File: src/gms_pkg.sv
`default_nettype none
package gms_pkg;
  // bus geometry
  localparam int unsigned ADDR_W = 12;
  localparam int unsigned DATA_W = 32;
  localparam int unsigned NUM_PINS = 4;
  // register indexes; byte address is four times the index
  localparam logic [7:0] IDX_MODE_LO = 8'h0e;
  localparam logic [7:0] IDX_MODE_HI = 8'h0f;
  localparam logic [7:0] IDX_ROUTE0 = 8'h12;
  localparam logic [7:0] IDX_ROUTE1 = 8'h13;
  localparam logic [7:0] IDX_ROUTE2 = 8'h14;
  localparam logic [7:0] IDX_ROUTE3 = 8'h15;
  localparam logic [7:0] IDX_LEVEL = 8'h41;
  // reset values
  localparam logic [7:0] RST_MODE = 8'h00;
  localparam logic [7:0] RST_ROUTE = 8'h00;
  localparam logic [7:0] RST_LEVEL = 8'h00;
  // mode field layout: low pin of a pair in bits 3:0, high pin in bits 7:4
  localparam int unsigned MODE_W = 4;
  localparam int unsigned MODE_LO_LSB = 0;
  localparam int unsigned MODE_HI_LSB = 4;
  // route field layout
  localparam int unsigned ROUTE_REG_LSB = 3;
  localparam int unsigned ROUTE_REG_W = 5;
  localparam int unsigned ROUTE_BIT_W = 3;
  // status space: 32 registers of 8 bits starting at 0x40
  localparam logic [7:0] STAT_BASE = 8'h40;
  localparam int unsigned STAT_BITS = 256;
  localparam logic [4:0] STAT_SEL_LEVEL = 5'h01;
  // mode codes
  localparam logic [3:0] MODE_IN = 4'h0;
  localparam logic [3:0] MODE_IN_INV = 4'h1;
  localparam logic [3:0] MODE_OUT_LO = 4'h2;
  localparam logic [3:0] MODE_OUT_HI = 4'h3;
  localparam logic [3:0] MODE_ST = 4'h4;
  localparam logic [3:0] MODE_ST_INV = 4'h5;
  localparam logic [3:0] MODE_ST_OD0 = 4'h6;
  localparam logic [3:0] MODE_ST_OD1 = 4'h7;
  // axi responses
  localparam logic [1:0] RESP_OKAY = 2'h0;
  localparam logic [1:0] RESP_SLVERR = 2'h2;
endpackage
`default_nettype wire

File: src/gms_pin_drv.sv
`timescale 1ns/1ps
`default_nettype none
module gms_pin_drv (
  // configuration
  input wire logic [3:0] mode,
  input wire logic [7:0] route,
  // status space
  input wire logic [255:0] status_vec,
  input wire logic [255:0] status_impl,
  // pin level
  input wire logic level,
  // pin drive and core-side value
  output logic drive_out,
  output logic drive_oe,
  output logic in_value
);
  import gms_pkg::*;

  // followed bit; route is reg*8+bit, which is exactly the bit index in the status space
  logic st_bit; // chosen status bit
  logic st_ok; // chosen bit exists and may be followed

  // pick the status bit and decide whether it is a real one
  always_comb begin
    st_ok = status_impl[route] && (route[7:ROUTE_REG_LSB] != STAT_SEL_LEVEL);
    st_bit = status_vec[route];
  end

  // mode decode; unused codes fall to a plain input so nothing fights the board
  always_comb begin
    drive_out = 1'b0;
    drive_oe = 1'b0;
    in_value = level;
    case (mode)
      MODE_IN: begin
        in_value = level;
      end
      MODE_IN_INV: begin
        in_value = ~level;
      end
      MODE_OUT_LO: begin
        drive_oe = 1'b1;
      end
      MODE_OUT_HI: begin
        drive_oe = 1'b1;
        drive_out = 1'b1;
      end
      MODE_ST: begin
        drive_oe = 1'b1;
        drive_out = st_ok & st_bit;
      end
      MODE_ST_INV: begin
        drive_oe = 1'b1;
        drive_out = st_ok & ~st_bit;
      end
      MODE_ST_OD0: begin
        drive_oe = ~st_ok | ~st_bit;
      end
      MODE_ST_OD1: begin
        drive_oe = ~st_ok | st_bit;
      end
      default: begin
        drive_oe = 1'b0;
      end
    endcase
  end
endmodule // gms_pin_drv
`default_nettype wire

File: src/gms_gpio_top.sv
// Chosen here: the AXI4-Lite interface to the registers.
`timescale 1ns/1ps
`default_nettype none
module gms_gpio_top (
  // clock and reset
  input wire logic clock,
  input wire logic rst_n,
  // axi4-lite write address
  input wire logic [gms_pkg::ADDR_W-1:0] s_axi_awaddr,
  input wire logic [2:0] s_axi_awprot,
  input wire logic s_axi_awvalid,
  output logic s_axi_awready,
  // axi4-lite write data
  input wire logic [gms_pkg::DATA_W-1:0] s_axi_wdata,
  input wire logic [3:0] s_axi_wstrb,
  input wire logic s_axi_wvalid,
  output logic s_axi_wready,
  // axi4-lite write response
  output logic [1:0] s_axi_bresp,
  output logic s_axi_bvalid,
  input wire logic s_axi_bready,
  // axi4-lite read address
  input wire logic [gms_pkg::ADDR_W-1:0] s_axi_araddr,
  input wire logic [2:0] s_axi_arprot,
  input wire logic s_axi_arvalid,
  output logic s_axi_arready,
  // axi4-lite read data
  output logic [gms_pkg::DATA_W-1:0] s_axi_rdata,
  output logic [1:0] s_axi_rresp,
  output logic s_axi_rvalid,
  input wire logic s_axi_rready,
  // device status space, register 0x40+n in bits 8n+7:8n
  input wire logic [gms_pkg::STAT_BITS-1:0] status_vec,
  input wire logic [gms_pkg::STAT_BITS-1:0] status_impl,
  // pins
  input wire logic [gms_pkg::NUM_PINS-1:0] pin_in,
  output logic [gms_pkg::NUM_PINS-1:0] pin_out,
  output logic [gms_pkg::NUM_PINS-1:0] pin_oe,
  // pin value for the core, after the selected input inversion
  output logic [gms_pkg::NUM_PINS-1:0] pin_value
);
  import gms_pkg::*;

  // write channel state
  logic [ADDR_W-1:0] aw_addr_reg, aw_addr_next; // held write address
  logic aw_have_reg, aw_have_next; // write address captured
  logic [7:0] w_data_reg, w_data_next; // held low data byte
  logic w_en_reg, w_en_next; // byte lane 0 strobe
  logic w_have_reg, w_have_next; // write data captured
  logic bvalid_reg, bvalid_next;
  logic [1:0] bresp_reg, bresp_next;
  logic awready_reg, awready_next; // write address slot free
  logic wready_reg, wready_next; // write data slot free
  // read channel state
  logic rvalid_reg, rvalid_next;
  logic [DATA_W-1:0] rdata_reg, rdata_next;
  logic [1:0] rresp_reg, rresp_next;
  logic arready_reg, arready_next; // no read answer standing
  // configuration registers
  logic [7:0] mode_lo_reg, mode_lo_next; // pin_mode_low_pair
  logic [7:0] mode_hi_reg, mode_hi_next; // pin_mode_high_pair
  logic [7:0] route_reg [NUM_PINS], route_next [NUM_PINS]; // pinN_status_route
  // pin side
  logic [7:0] level_reg, level_next; // pin_level_readback
  logic [NUM_PINS-1:0] out_reg, out_next;
  logic [NUM_PINS-1:0] oe_reg, oe_next;
  logic [NUM_PINS-1:0] val_reg, val_next;
  // per-pin decode results
  logic [NUM_PINS-1:0] drv_out, drv_oe, drv_val;
  logic [15:0] mode_all; // all four mode fields, pin n in bits 4n+3:4n
  // decode helpers
  logic [7:0] w_idx, r_idx; // register index from byte address
  logic w_aligned, r_aligned; // address has no stray bits
  logic do_write; // both halves of a write are present
  logic w_hit, r_hit; // address maps to a register
  logic [7:0] r_byte; // selected register value

  assign mode_all = {mode_hi_reg, mode_lo_reg};
  // register index from the byte address; the low two bits must be zero
  assign w_idx = aw_addr_reg[9:2];
  assign r_idx = s_axi_araddr[9:2];
  assign w_aligned = (aw_addr_reg[1:0] == 2'h0) && (aw_addr_reg[ADDR_W-1:10] == '0);
  assign r_aligned = (s_axi_araddr[1:0] == 2'h0) && (s_axi_araddr[ADDR_W-1:10] == '0);
  // a write waits while its answer stands, so bresp is never overwritten
  assign do_write = aw_have_reg && w_have_reg && !bvalid_reg;

  // one pin decoder per pin
  for (genvar i = 0; i < NUM_PINS; i++) begin : g_pin
    gms_pin_drv u_drv (
      .mode(mode_all[i*MODE_W +: MODE_W]),
      .route(route_reg[i]),
      .status_vec(status_vec),
      .status_impl(status_impl),
      .level(pin_in[i]),
      .drive_out(drv_out[i]),
      .drive_oe(drv_oe[i]),
      .in_value(drv_val[i])
    );
  end

  // write path: address and data are taken independently, then written together
  always_comb begin
    aw_addr_next = aw_addr_reg;
    aw_have_next = aw_have_reg;
    w_data_next = w_data_reg;
    w_en_next = w_en_reg;
    w_have_next = w_have_reg;
    bvalid_next = bvalid_reg;
    bresp_next = bresp_reg;
    mode_lo_next = mode_lo_reg;
    mode_hi_next = mode_hi_reg;
    w_hit = 1'b0;
    for (int p = 0; p < NUM_PINS; p++) begin
      route_next[p] = route_reg[p];
    end
    // capture each half when offered
    if (s_axi_awvalid && !aw_have_reg) begin
      aw_addr_next = s_axi_awaddr;
      aw_have_next = 1'b1;
    end
    if (s_axi_wvalid && !w_have_reg) begin
      w_data_next = s_axi_wdata[7:0];
      w_en_next = s_axi_wstrb[0];
      w_have_next = 1'b1;
    end
    // commit once both halves are in
    if (do_write) begin
      if (w_aligned) begin
        if (w_idx == IDX_MODE_LO) begin
          w_hit = 1'b1;
          if (w_en_reg) begin
            mode_lo_next = w_data_reg;
          end
        end else if (w_idx == IDX_MODE_HI) begin
          w_hit = 1'b1;
          if (w_en_reg) begin
            mode_hi_next = w_data_reg;
          end
        end else if (w_idx >= IDX_ROUTE0 && w_idx <= IDX_ROUTE3) begin
          w_hit = 1'b1;
          if (w_en_reg) begin
            route_next[w_idx[1:0] - IDX_ROUTE0[1:0]] = w_data_reg;
          end
        end
      end
      // readback and unmapped space refuse writes with an error
      bresp_next = w_hit ? RESP_OKAY : RESP_SLVERR;
      bvalid_next = 1'b1;
      aw_have_next = 1'b0;
      w_have_next = 1'b0;
    end else if (bvalid_reg && s_axi_bready) begin
      bvalid_next = 1'b0;
    end
    // ready mirrors the free slot, kept in its own flop so the port is registered
    awready_next = !aw_have_next;
    wready_next = !w_have_next;
  end

  // write path registers
  always_ff @(posedge clock or negedge rst_n) begin
    if (!rst_n) begin
      aw_addr_reg <= '0;
      aw_have_reg <= 1'b0;
      w_data_reg <= 8'h00;
      w_en_reg <= 1'b0;
      w_have_reg <= 1'b0;
      bvalid_reg <= 1'b0;
      bresp_reg <= RESP_OKAY;
      awready_reg <= 1'b1;
      wready_reg <= 1'b1;
      mode_lo_reg <= RST_MODE;
      mode_hi_reg <= RST_MODE;
      for (int p = 0; p < NUM_PINS; p++) begin
        route_reg[p] <= RST_ROUTE;
      end
    end else begin
      aw_addr_reg <= aw_addr_next;
      aw_have_reg <= aw_have_next;
      w_data_reg <= w_data_next;
      w_en_reg <= w_en_next;
      w_have_reg <= w_have_next;
      bvalid_reg <= bvalid_next;
      bresp_reg <= bresp_next;
      awready_reg <= awready_next;
      wready_reg <= wready_next;
      mode_lo_reg <= mode_lo_next;
      mode_hi_reg <= mode_hi_next;
      for (int p = 0; p < NUM_PINS; p++) begin
        route_reg[p] <= route_next[p];
      end
    end
  end

  // read decode; the readback sits in the low byte, upper bits read zero
  // unmapped or misaligned reads answer zero with an error
  always_comb begin
    r_byte = 8'h00;
    r_hit = 1'b0;
    if (r_aligned) begin
      if (r_idx == IDX_MODE_LO) begin
        r_byte = mode_lo_reg;
        r_hit = 1'b1;
      end else if (r_idx == IDX_MODE_HI) begin
        r_byte = mode_hi_reg;
        r_hit = 1'b1;
      end else if (r_idx >= IDX_ROUTE0 && r_idx <= IDX_ROUTE3) begin
        r_byte = route_reg[r_idx[1:0] - IDX_ROUTE0[1:0]];
        r_hit = 1'b1;
      end else if (r_idx == IDX_LEVEL) begin
        r_byte = level_reg;
        r_hit = 1'b1;
      end
    end
  end

  // read path: one outstanding read, answered the cycle after the address is taken
  always_comb begin
    rvalid_next = rvalid_reg;
    rdata_next = rdata_reg;
    rresp_next = rresp_reg;
    if (s_axi_arvalid && !rvalid_reg) begin
      rvalid_next = 1'b1;
      rdata_next = {{(DATA_W-8){1'b0}}, r_byte};
      rresp_next = r_hit ? RESP_OKAY : RESP_SLVERR;
    end else if (rvalid_reg && s_axi_rready) begin
      rvalid_next = 1'b0;
    end
    // the address slot stays shut while an answer stands
    arready_next = !rvalid_next;
  end

  // read path registers
  always_ff @(posedge clock or negedge rst_n) begin
    if (!rst_n) begin
      rvalid_reg <= 1'b0;
      rdata_reg <= '0;
      rresp_reg <= RESP_OKAY;
      arready_reg <= 1'b1;
    end else begin
      rvalid_reg <= rvalid_next;
      rdata_reg <= rdata_next;
      rresp_reg <= rresp_next;
      arready_reg <= arready_next;
    end
  end

  // pin side: raw level sampled in every mode, drive registered so pins never glitch
  // a status change reaches the pin one edge later; that lag buys glitch-free pins
  always_comb begin
    level_next = {{(8-NUM_PINS){1'b0}}, pin_in};
    out_next = drv_out;
    oe_next = drv_oe;
    val_next = drv_val;
  end

  // pin side registers; reset leaves every pin as an input
  always_ff @(posedge clock or negedge rst_n) begin
    if (!rst_n) begin
      level_reg <= RST_LEVEL;
      out_reg <= '0;
      oe_reg <= '0;
      val_reg <= '0;
    end else begin
      level_reg <= level_next;
      out_reg <= out_next;
      oe_reg <= oe_next;
      val_reg <= val_next;
    end
  end

  // outputs straight from flip-flops
  // ready flags have flops of their own rather than an inverter on the slot flags
  assign s_axi_awready = awready_reg;
  assign s_axi_wready = wready_reg;
  assign s_axi_bvalid = bvalid_reg;
  assign s_axi_bresp = bresp_reg;
  assign s_axi_arready = arready_reg;
  assign s_axi_rvalid = rvalid_reg;
  assign s_axi_rdata = rdata_reg;
  assign s_axi_rresp = rresp_reg;
  assign pin_out = out_reg;
  assign pin_oe = oe_reg;
  assign pin_value = val_reg;
endmodule // gms_gpio_top
`default_nettype wire

File: config.mk
export PLATFORM = sky130hd
export DESIGN_NAME = gms_gpio_top
export DESIGN_NICKNAME = d
export VERILOG_FILES = /design/src/gms_pkg.sv /design/src/gms_pin_drv.sv /design/src/gms_gpio_top.sv
export SDC_FILE = /design/constraint.sdc
export NUM_CORES = 1
export LEC_CHECK = 0
export BUFFER_PORTS_ARGS = -buffer_cell sky130_fd_sc_hd__clkbuf_2
export CORE_ASPECT_RATIO = 1.75
export CORE_UTILIZATION = 29
export DETAILED_ROUTE_END_ITERATION = 6
export PLACE_DENSITY_LB_ADDON = 0.1
export SYNTH_ARGS = -nofsm -noshare
export SYNTH_HDL_FRONTEND = slang
export SYNTH_HIERARCHICAL = 1
export SYNTH_SLANG_ARGS = --single-unit
File: constraint.sdc
create_clock -name clock -period 5.4 [get_ports clock]
set_clock_uncertainty 0.05 [all_clocks]
set_input_delay 0.27 -clock clock [delete_from_list [all_inputs] [get_ports clock]]
set_output_delay 0.27 -clock clock [all_outputs]
set_load 0.02 [all_outputs]
Yosys cells after proc, flatten, opt, wreduce, memory -nomap -nowiden --
Index checks and enable logic that the tools add are counted. W data, S select, Z words.
Word-level totals: flip-flop bits (word level) 104, output and inout bits 53
Cells by class: $lt $le $gt $ge 11, reduce and logical (&&, ||, !) cells 35, eq/ne operators 37, multiplexer cells 59, add/sub/neg operators 2, bitwise logic cells 32
Operators by type and width (number):
- $bmux W1 S8 | 8
- $eq A4 B3 Y1 const B | 16
- $mux W8 | 7
- $lt A8 B9 Y1 const B | 4
- $bwmux W32 | 1
- $eq A4 B2 Y1 const B | 8
- $eq A8 B4 Y1 const B | 4
- $mux W1 | 30
- $pmux W1 S3 | 8
- $ne A5 B1 Y1 const B | 4
- $bmux W8 S2 | 1
- $demux W8 S2 | 1
- $eq A4 B1 Y1 const B | 4
- $ge A8 B5 Y1 const B | 2
- $le A8 B5 Y1 const B | 2
- $logic_and A1 B1 Y1 | 16
- $reduce_or A4 Y1 | 4
- $not A1 Y1 | 14
- $and A1 B1 Y1 | 8
- $eq A8 B7 Y1 const B | 1
- $logic_not A2 Y1 | 4
- $or A1 B1 Y1 | 8
- $logic_not A1 Y1 | 7
- $ge A3 B3 Y1 const B | 2
- other kinds (9) | 12

Longest topological paths before layout --
Gate-level depths: netlist (run 1).
depth after elaboration 9, mapped depth 12

Cells and area by module --
Netlist (run 1), hierarchy kept.
By module, submodules not included:
- gms_pin_drv | cells each 375, sequential area each 0.0 um^2, area each 4619.4 um^2, instances 4
- gms_gpio_top | cells each 313, sequential area each 2556.2 um^2, area each 4424.2 um^2, instances 1

Least setup slack after synthesis (run 1) --
OpenSTA, ideal clock, no wires.
kind register to register, from reg route_reg[0] (netlist bit), to reg out_reg[3] (netlist: pin_out[3]), setup slack 2.853 ns, arrival 2.386 ns, required time 5.240 ns, stages on the path, launching flop included 10, path through dfrtp_1 > buf_6 > mux4_1 > mux2i_1 > o22ai_1 > or4_1 > o311a_1 > o22ai_2 > xor2_1 > o41ai_1
On the way: cells in the longest elaborated chain, start to end 5, elaborated cells between the ends (all ways) 9
RTL lines:
- from (decl) | line gms_gpio_top.sv:62 | logic [7:0] route_reg [NUM_PINS], route_next [NUM_PINS];
- from (signal, indexed assignment) | line gms_gpio_top.sv:189 | route_reg[p] <= route_next[p];
- $bmux W1 S8, on equally long branches | line gms_pin_drv.sv:25, gms_pin_drv.sv:26
- $mux W1, on equally long branches | line gms_pin_drv.sv:25, gms_pin_drv.sv:26
- $logic_and A1 B1 Y1 or $not A1 Y1 (tied branches) | line gms_pin_drv.sv:25, gms_pin_drv.sv:54
- $and A1 B1 Y1, on equally long branches | line gms_pin_drv.sv:54, gms_pin_drv.sv:50
- $pmux W1 S3 * | line gms_pin_drv.sv:34 | case (mode)
- net drv_out[3] | line gms_gpio_top.sv:69 | logic [NUM_PINS-1:0] drv_out, drv_oe, drv_val;
- to (signal assigned) | line gms_gpio_top.sv:265 | out_reg <= out_next;
- to (decl) | line gms_gpio_top.sv:65 | logic [NUM_PINS-1:0] out_reg, out_next;
The timed path passes the listed nets; every way through them passes the cells marked *. The select of a mux whose other input is x is not followed. A chain may end at the register's enable or synchronous reset.

Worst setup path after layout (run 1) --
from reg route_reg[17] (netlist bit), to reg out_reg[1] (netlist: pin_out[1])
The elaborated chain is that of the path after synthesis.

==> flow_summary_export.csv, run 1 <==
group,metric,value,unit
global_routing,grt_max_degree,61,
die,rows,136,
placement,place_congestion,0.980,
flow_run,max_cap_violations,0,
global_routing,grt_pass1_wl,185,mm
clock_tree,cts.clk_slew.worst_paths,0.09,ns
cells_and_area,layout_common_cells,"clkbuf_2, mux4_2, mux2i_1, a22oi_1, nand2_1",
synthesis,synth_area,22900,µm²
route,viasPerCell,6.52,
hold_path,hold_path_class,"input pin to register",
timing,period_needed,4.24,ns
clock_tree,cts_buffers,9,
setup_path,regToRegStartpoint,"route_reg[17]",
setup_path,cp-end-kind,"register",
placement,dp_hpwl,107,mm
cells_and_area,nets,2877,
global_routing,grt_pass1_vias,23000,
synthesis,async_reset_ff_share,100,%
synthesis,yosysWarnings,6,
cells_and_area,n_fill_cell,8048,
timing,fin_hold_ws,0.0254,ns
pwr,p_per_area,118,nW/µm²
setup_path,worstPathMaxFanout,48,
synthesis,syn-instance-count,1813,
timing,maxSlewHeadroom,23.3,%
pwr,p_leak,9.25,nW
synthesis,ys_seq_area_share,11.2,%
route,drc,0,
timing,slew_violations,0,
timing,fin_setup_tns,0,ns
clock_tree,cts_tree,"yes",
setup_path,start_kind,"register",
synthesis,ys_types,69,
synthesis,ys.flop_type,"dfrtp_1",
setup_path,critical_path_arrival,4.41,ns
clock_tree,clockBufferDepth,2,
die,start_util,29.3,%
cells_and_area,largest_reg_flops,32,
synthesis,synth_seq_cells,102,
timing,hold_viol,0,
timing,finalSetupViolations,0,
route,totalWireLength,135,mm
clock_tree,cts_resized,0,
synthesis,yosys.area.top_type,"mux4_2",
clock_tree,cts.sinks,102,
timing,worst_slew_pin_slew,1.14,ns
hold_path,hold_start,"s_axi_rready",
timing,period_share,78.5,%
route,drt_iter0_markers,1827,
route,dr.pass1.iters,7,
global_routing,grt_use_total,33.0,%
route,wl_per_cell,40.2,µm
setup_path,reg2regPathDepth,9,
die,die_area,80100,µm²
die,core,78300,µm²
cells_and_area,area_delta_synth_final,15.5,%
clock_tree,htree_levels,3,
route,vias,21900,
hold_path,hold_depth,2,
cells_and_area,final_common_cell,"clkbuf_2",
timing,rsz0062_at_grt,"no",
placement,portBuffers,582,
synthesis,syn_area_per_cell,12.6,µm²
cells_and_area,drive_gt1_share,53.6,%
route,ant_nets,0,
pwr,ir_worst_vdd,0.290,mV
die,ioPinCount,642,
timing,max_freq,236,MHz
clock_tree,clk_latency,0.37,ns
setup_path,required,5.57,ns
synthesis,yosysTopAreaCellShare,40.9,%
outcome,run_status,"complete, no violations",
die,die_w,214,µm
die,die_y,374,µm
setup_path,startpoint,"route_reg[17]",
global_routing,antenna_found_initial,55,
global_routing,grt_overflow_total,0,
clock_tree,cts_root_buf,"clkbuf_16",
synthesis,netlist_top_cells_area,"mux4_2, dfrtp_1, mux2i_1",
setup_path,crit_type,"register to register",
synthesis,synth-edff-count,0,
setup_path,r2r_slack,1.16,ns
clock_tree,cts_setup_buffers,0,
[cell type report]
| class | instances | area [µm²] | share of cell area [%] |
|---|---|---|---|
| Multi-Input combinational cell | 1501 | 18400 | 69.7 |
| Timing Repair Buffer | 660 | 3660 | 13.9 |
| Sequential cell | 102 | 2600 | 9.84 |
| Tap cell | 1035 | 1290 | 4.90 |
| Clock buffer | 10 | 239 | 0.904 |
| Antenna cell | 31 | 77.6 | 0.293 |
| Clock inverter | 6 | 76.3 | 0.289 |
| Inverter | 14 | 52.6 | 0.199 |
[stage by stage]
stage | power (mW) | util (%) | std cells | setup slack (ns) | instance area, µm²
final | 3.12 | 33.8 | 3359 | 1.16 | 26400
after global routing | 3.27 | 33.7 | 3347 | 1.14 | 26400
after CTS | 3.14 | 33.7 | 3328 | 1.27 | 26400
after detailed placement | 2.40 | 33.2 | 3307 | 1.27 | 26000
after global placement | 2.37 | 33.2 | 3307 | 1.29 | 26000
after floorplan | 1.73 | - | 1838 | 2.85 | 23000
[metal layers]
metal,wire (µm),part of all wire [%],vias to the layer above,global-route usage [%]
li1,-,-,8830,-
met1,45900,34,11400,35.6
met2,67800,50,1291,57.1
met3,10800,8.0,323,7.97
met4,10200,7.6,56,22.4
met5,345,0.26,-,0
[worst max-delay path, stage by stage, from the launching register on]
cell     delay, ns
dfrtp_4       1.07
buf_4         0.45
mux4_2        0.35
a22oi_1       0.22
nand2_1       0.07
a21oi_1       0.50
nor2_1        0.30
o22ai_2       0.34
xor2_1        0.13
o41ai_1       0.53
[final timing paths]
check	end
hold reg to reg	s_axi_bresp[1]
max in group asynchronous	route_reg[12]
hold / removal	s_axi_rvalid
setup reg to reg	pin_out[1]
setup / recovery	pin_out[1]
min in group asynchronous	s_axi_rdata[2]
[power breakdown]
part | internal (mW) | total, mW | switching [mW] | leakage [nW]
sequential | 0.881 | 1.06 | 0.181 | 1.31
clock | 0.381 | 0.721 | 0.341 | 0.155
combinational | 0.650 | 1.33 | 0.683 | 7.78
[cell families (layout without fill, tap and decap cells)]
family                 count (synthesis)  in the layout  synth area share (%)
buffers and inverters                235            690                  8.83
AND/OR/NAND/NOR                      384            384                  8.89
AO/OA/AOI/OAI                        361            361                  11.6
other                                  1             57                0.0164
flip-flops                           102            102                  11.2
XOR/XNOR                               9              9                 0.344
multiplexers                         721            721                  59.2
[synth_stat cells, types with 8 or more instances]
library cell / instances
a211oi_1: 8
a21oi_1: 56
a221oi_1: 24
a22oi_1: 119
a31oi_1: 12
a32oi_1: 13
and2_1: 11
buf_1: 12
buf_12: 24
buf_2: 33
buf_4: 81
buf_6: 40
buf_8: 8
clkbuf_1: 19
dfrtp_1: 99
inv_1: 10
mux2_2: 69
mux2i_1: 168
mux4_1: 64
mux4_2: 416
nand2_1: 104
nand2b_1: 32
nand3_1: 46
nand4_1: 16
nor2_1: 58
nor2b_1: 42
nor3_1: 18
o2111ai_1: 8
o21ai_0: 33
o21ai_1: 8
o221ai_1: 12
o22ai_1: 16
or2_2: 12
xor2_1: 9
[repair_timing]
action                     4_1_cts  5_1_grt
hold buffers                     5        0
hold endpoints to repair        55        0
setup endpoints to repair        0        0
Power figures use the tool's default switching activity.
==> inputs of run 2 (changes only) <==
- clock period: 5.4 -> 4.4 ns (I/O delays scaled with it)
==> run 2 against run 1 <==
  * Combinational power is 26% higher
  * Setup slack got worse by 0.80 ns
  * Die area is the same
  * Count of clock-buffer cells in the layout down 1
  * Flip-flop and latch count unchanged
==> flow_summary_export.csv, run 2 (synthesized netlist as in run 1, its figures left out) <==
group,metric,value,unit
placement,portBuffers,582,
die,start_util,29.3,%
cells_and_area,drive_gt1_share,54.4,%
cells_and_area,final_common_cell,"clkbuf_2",
pwr,p_per_area,143,nW/µm²
setup_path,crit_type,"register to register",
cells_and_area,area_delta_synth_final,17.5,%
route,dr.pass1.iters,7,
placement,dp_hpwl,109,mm
setup_path,reg2regPathDepth,10,
setup_path,path_cells,"nor2b_1, buf_4, nor2b_1, o21ai_0, nand3_1, nand4_1, o22ai_2, xor2_1, o41ai_1, buf_4",
global_routing,grt_pass1_wl,186,mm
cells_and_area,nets,2936,
die,die_w,214,µm
setup_path,slowest_stage,"dfrtp_4",
outcome,run_status,"complete, no violations",
cells_and_area,layout_common_cells,"clkbuf_2, mux4_2, mux2i_1, a22oi_1, buf_4",
timing,slew_violations,0,
die,die_y,374,µm
pwr,ir_worst_vdd,0.248,mV
cells_and_area,largest_reg_flops,32,
placement,dp_cells,3363,
timing,hold_viol,0,
timing,rsz0062_at_grt,"no",
pwr,power,3.84,mW
setup_path,r2r_slack,0.36,ns
cells_and_area,fin_cells,3418,
clock_tree,cts_buffers,9,
timing,worst_slew_pin_slew,1.22,ns
die,core,78300,µm²
setup_path,reg2reg_to,"pin_out[3]",
global_routing,grt_use_total,33.2,%
clock_tree,cts.clk_slew.worst_paths,0.08,ns
setup_path,worstPathMaxFanout,46,
die,rows,136,
timing,finalSetupViolations,0,
clock_tree,cts.sinks,102,
setup_path,path_delay_family,"simple AND/OR/NAND/NOR gates",
flow_run,max_cap_violations,0,
timing,maxSlewHeadroom,18.7,%
cells_and_area,final_cell_area,26900,µm²
clock_tree,htree_levels,3,
hold_path,hold_path_end,"s_axi_wready",
global_routing,grt_pass1_vias,23200,
route,ant_nets,0,
setup_path,cp-end-kind,"register",
die,die_area,80100,µm²
placement,place_congestion,0.984,
route,wl_per_cell,39.6,µm
timing,max_freq,248,MHz
clock_tree,cts_tree,"yes",
die,ioPinCount,642,
setup_path,critical_path_arrival,4.30,ns
timing,period_needed,4.04,ns
hold_path,hold_start,"s_axi_wvalid",
clock_tree,cts_root_buf,"clkbuf_16",
hold_path,hold_depth,2,
placement,placed_area,26500,µm²
timing,period_share,91.7,%
setup_path,crit_buf_inv,2,
timing,fin_hold_ws,0.0226,ns
setup_path,max_stage_delay,0.78,ns
route,drc,0,
global_routing,antenna_found_initial,46,
route,drt_iter0_markers,2139,
global_routing,grt_overflow_total,0,
clock_tree,clockBufferDepth,2,
route,vias,22300,
clock_tree,clk_latency,0.37,ns
route,totalWireLength,135,mm
timing,fin_setup_tns,0,ns
setup_path,regToRegStartpoint,"route_reg[2]",
route,viasPerCell,6.53,
global_routing,grt_max_degree,71,
setup_path,required,4.66,ns
hold_path,hold_path_class,"input pin to register",
setup_path,start_kind,"register",
pwr,p_leak,9.55,nW
setup_path,crit_cells,10,
## run 2: changes by cell type in the layout (fill, tap and decap cells not counted), sizes merged
| cell | change |
|---|---|
| clkinv | -1 |
| inv | +1 |
| clkbuf | -1 |
| buf | +56 |
| dlygate4sd3 | +3 |
| clkinvlp | +1 |
## run 2: per-stage QoR
step           util (%)  worst slack (ns)
6_report           34.4             0.365
5_1_grt            34.3             0.313
4_1_cts            34.3             0.412
3_5_place_dp       33.8             0.431
3_3_place_gp       33.8             0.431
2_1_floorplan         -              1.85
## run 2: worst max path at each step
| stage | start | end | slack (ns) |
|---|---|---|---|
| 2_1_floorplan | route_reg[0] | pin_out[3] | 1.85 |
| 3_3_place_gp | route_reg[2] | pin_out[3] | 0.43 |
| 3_5_place_dp | route_reg[2] | pin_out[3] | 0.43 |
| 4_1_cts | route_reg[2] | pin_out[3] | 0.41 |
| 5_1_grt | route_reg[2] | pin_out[3] | 0.31 |
| 6_report | route_reg[2] | pin_out[3] | 0.36 |
## run 2: cell type report
cell class              count  area (µm²)
diodes                     31        77.6
clock buffers               9         225
clock inverters             7        80.1
fillers                  8049       51400
inverters                  14        52.6
multi-input cells        1501       18400
flip-flops and latches    102        2600
well taps                1035        1290
repair buffers            719        4160
## run 2: worst reg2reg max path, cell delays in order (launching register included)
cell	delay, ns
dfrtp_4	0.78
nor2b_1	0.79
buf_4	0.33
nor2b_1	0.20
o21ai_0	0.31
nand3_1	0.19
nand4_1	0.13
o22ai_2	0.34
xor2_1	0.15
o41ai_1	0.53
buf_4	0.19
## run 2: report_power, final
group / switching, mW / internal (mW)
clock: 0.422 / 0.451
combinational: 0.859 / 0.810
sequential: 0.221 / 1.08
total: 1.50 / 2.34
## run 2: layer usage
metal / global-route usage, % / up-vias / wire, µm
met5: 0 / - / 194
met4: 23.0 / 30 / 11400
met3: 8.40 / 355 / 11100
met2: 57.0 / 1365 / 67200
met1: 35.5 / 11600 / 45500
li1: - / 8967 / -
## run 2: what timing repair did
item / CTS / global route
hold buffers: 8 / 0
gates resized for setup: 0 / 0
buffers inserted: 0 / 0
endpoints found under the hold margin: 30 / 0
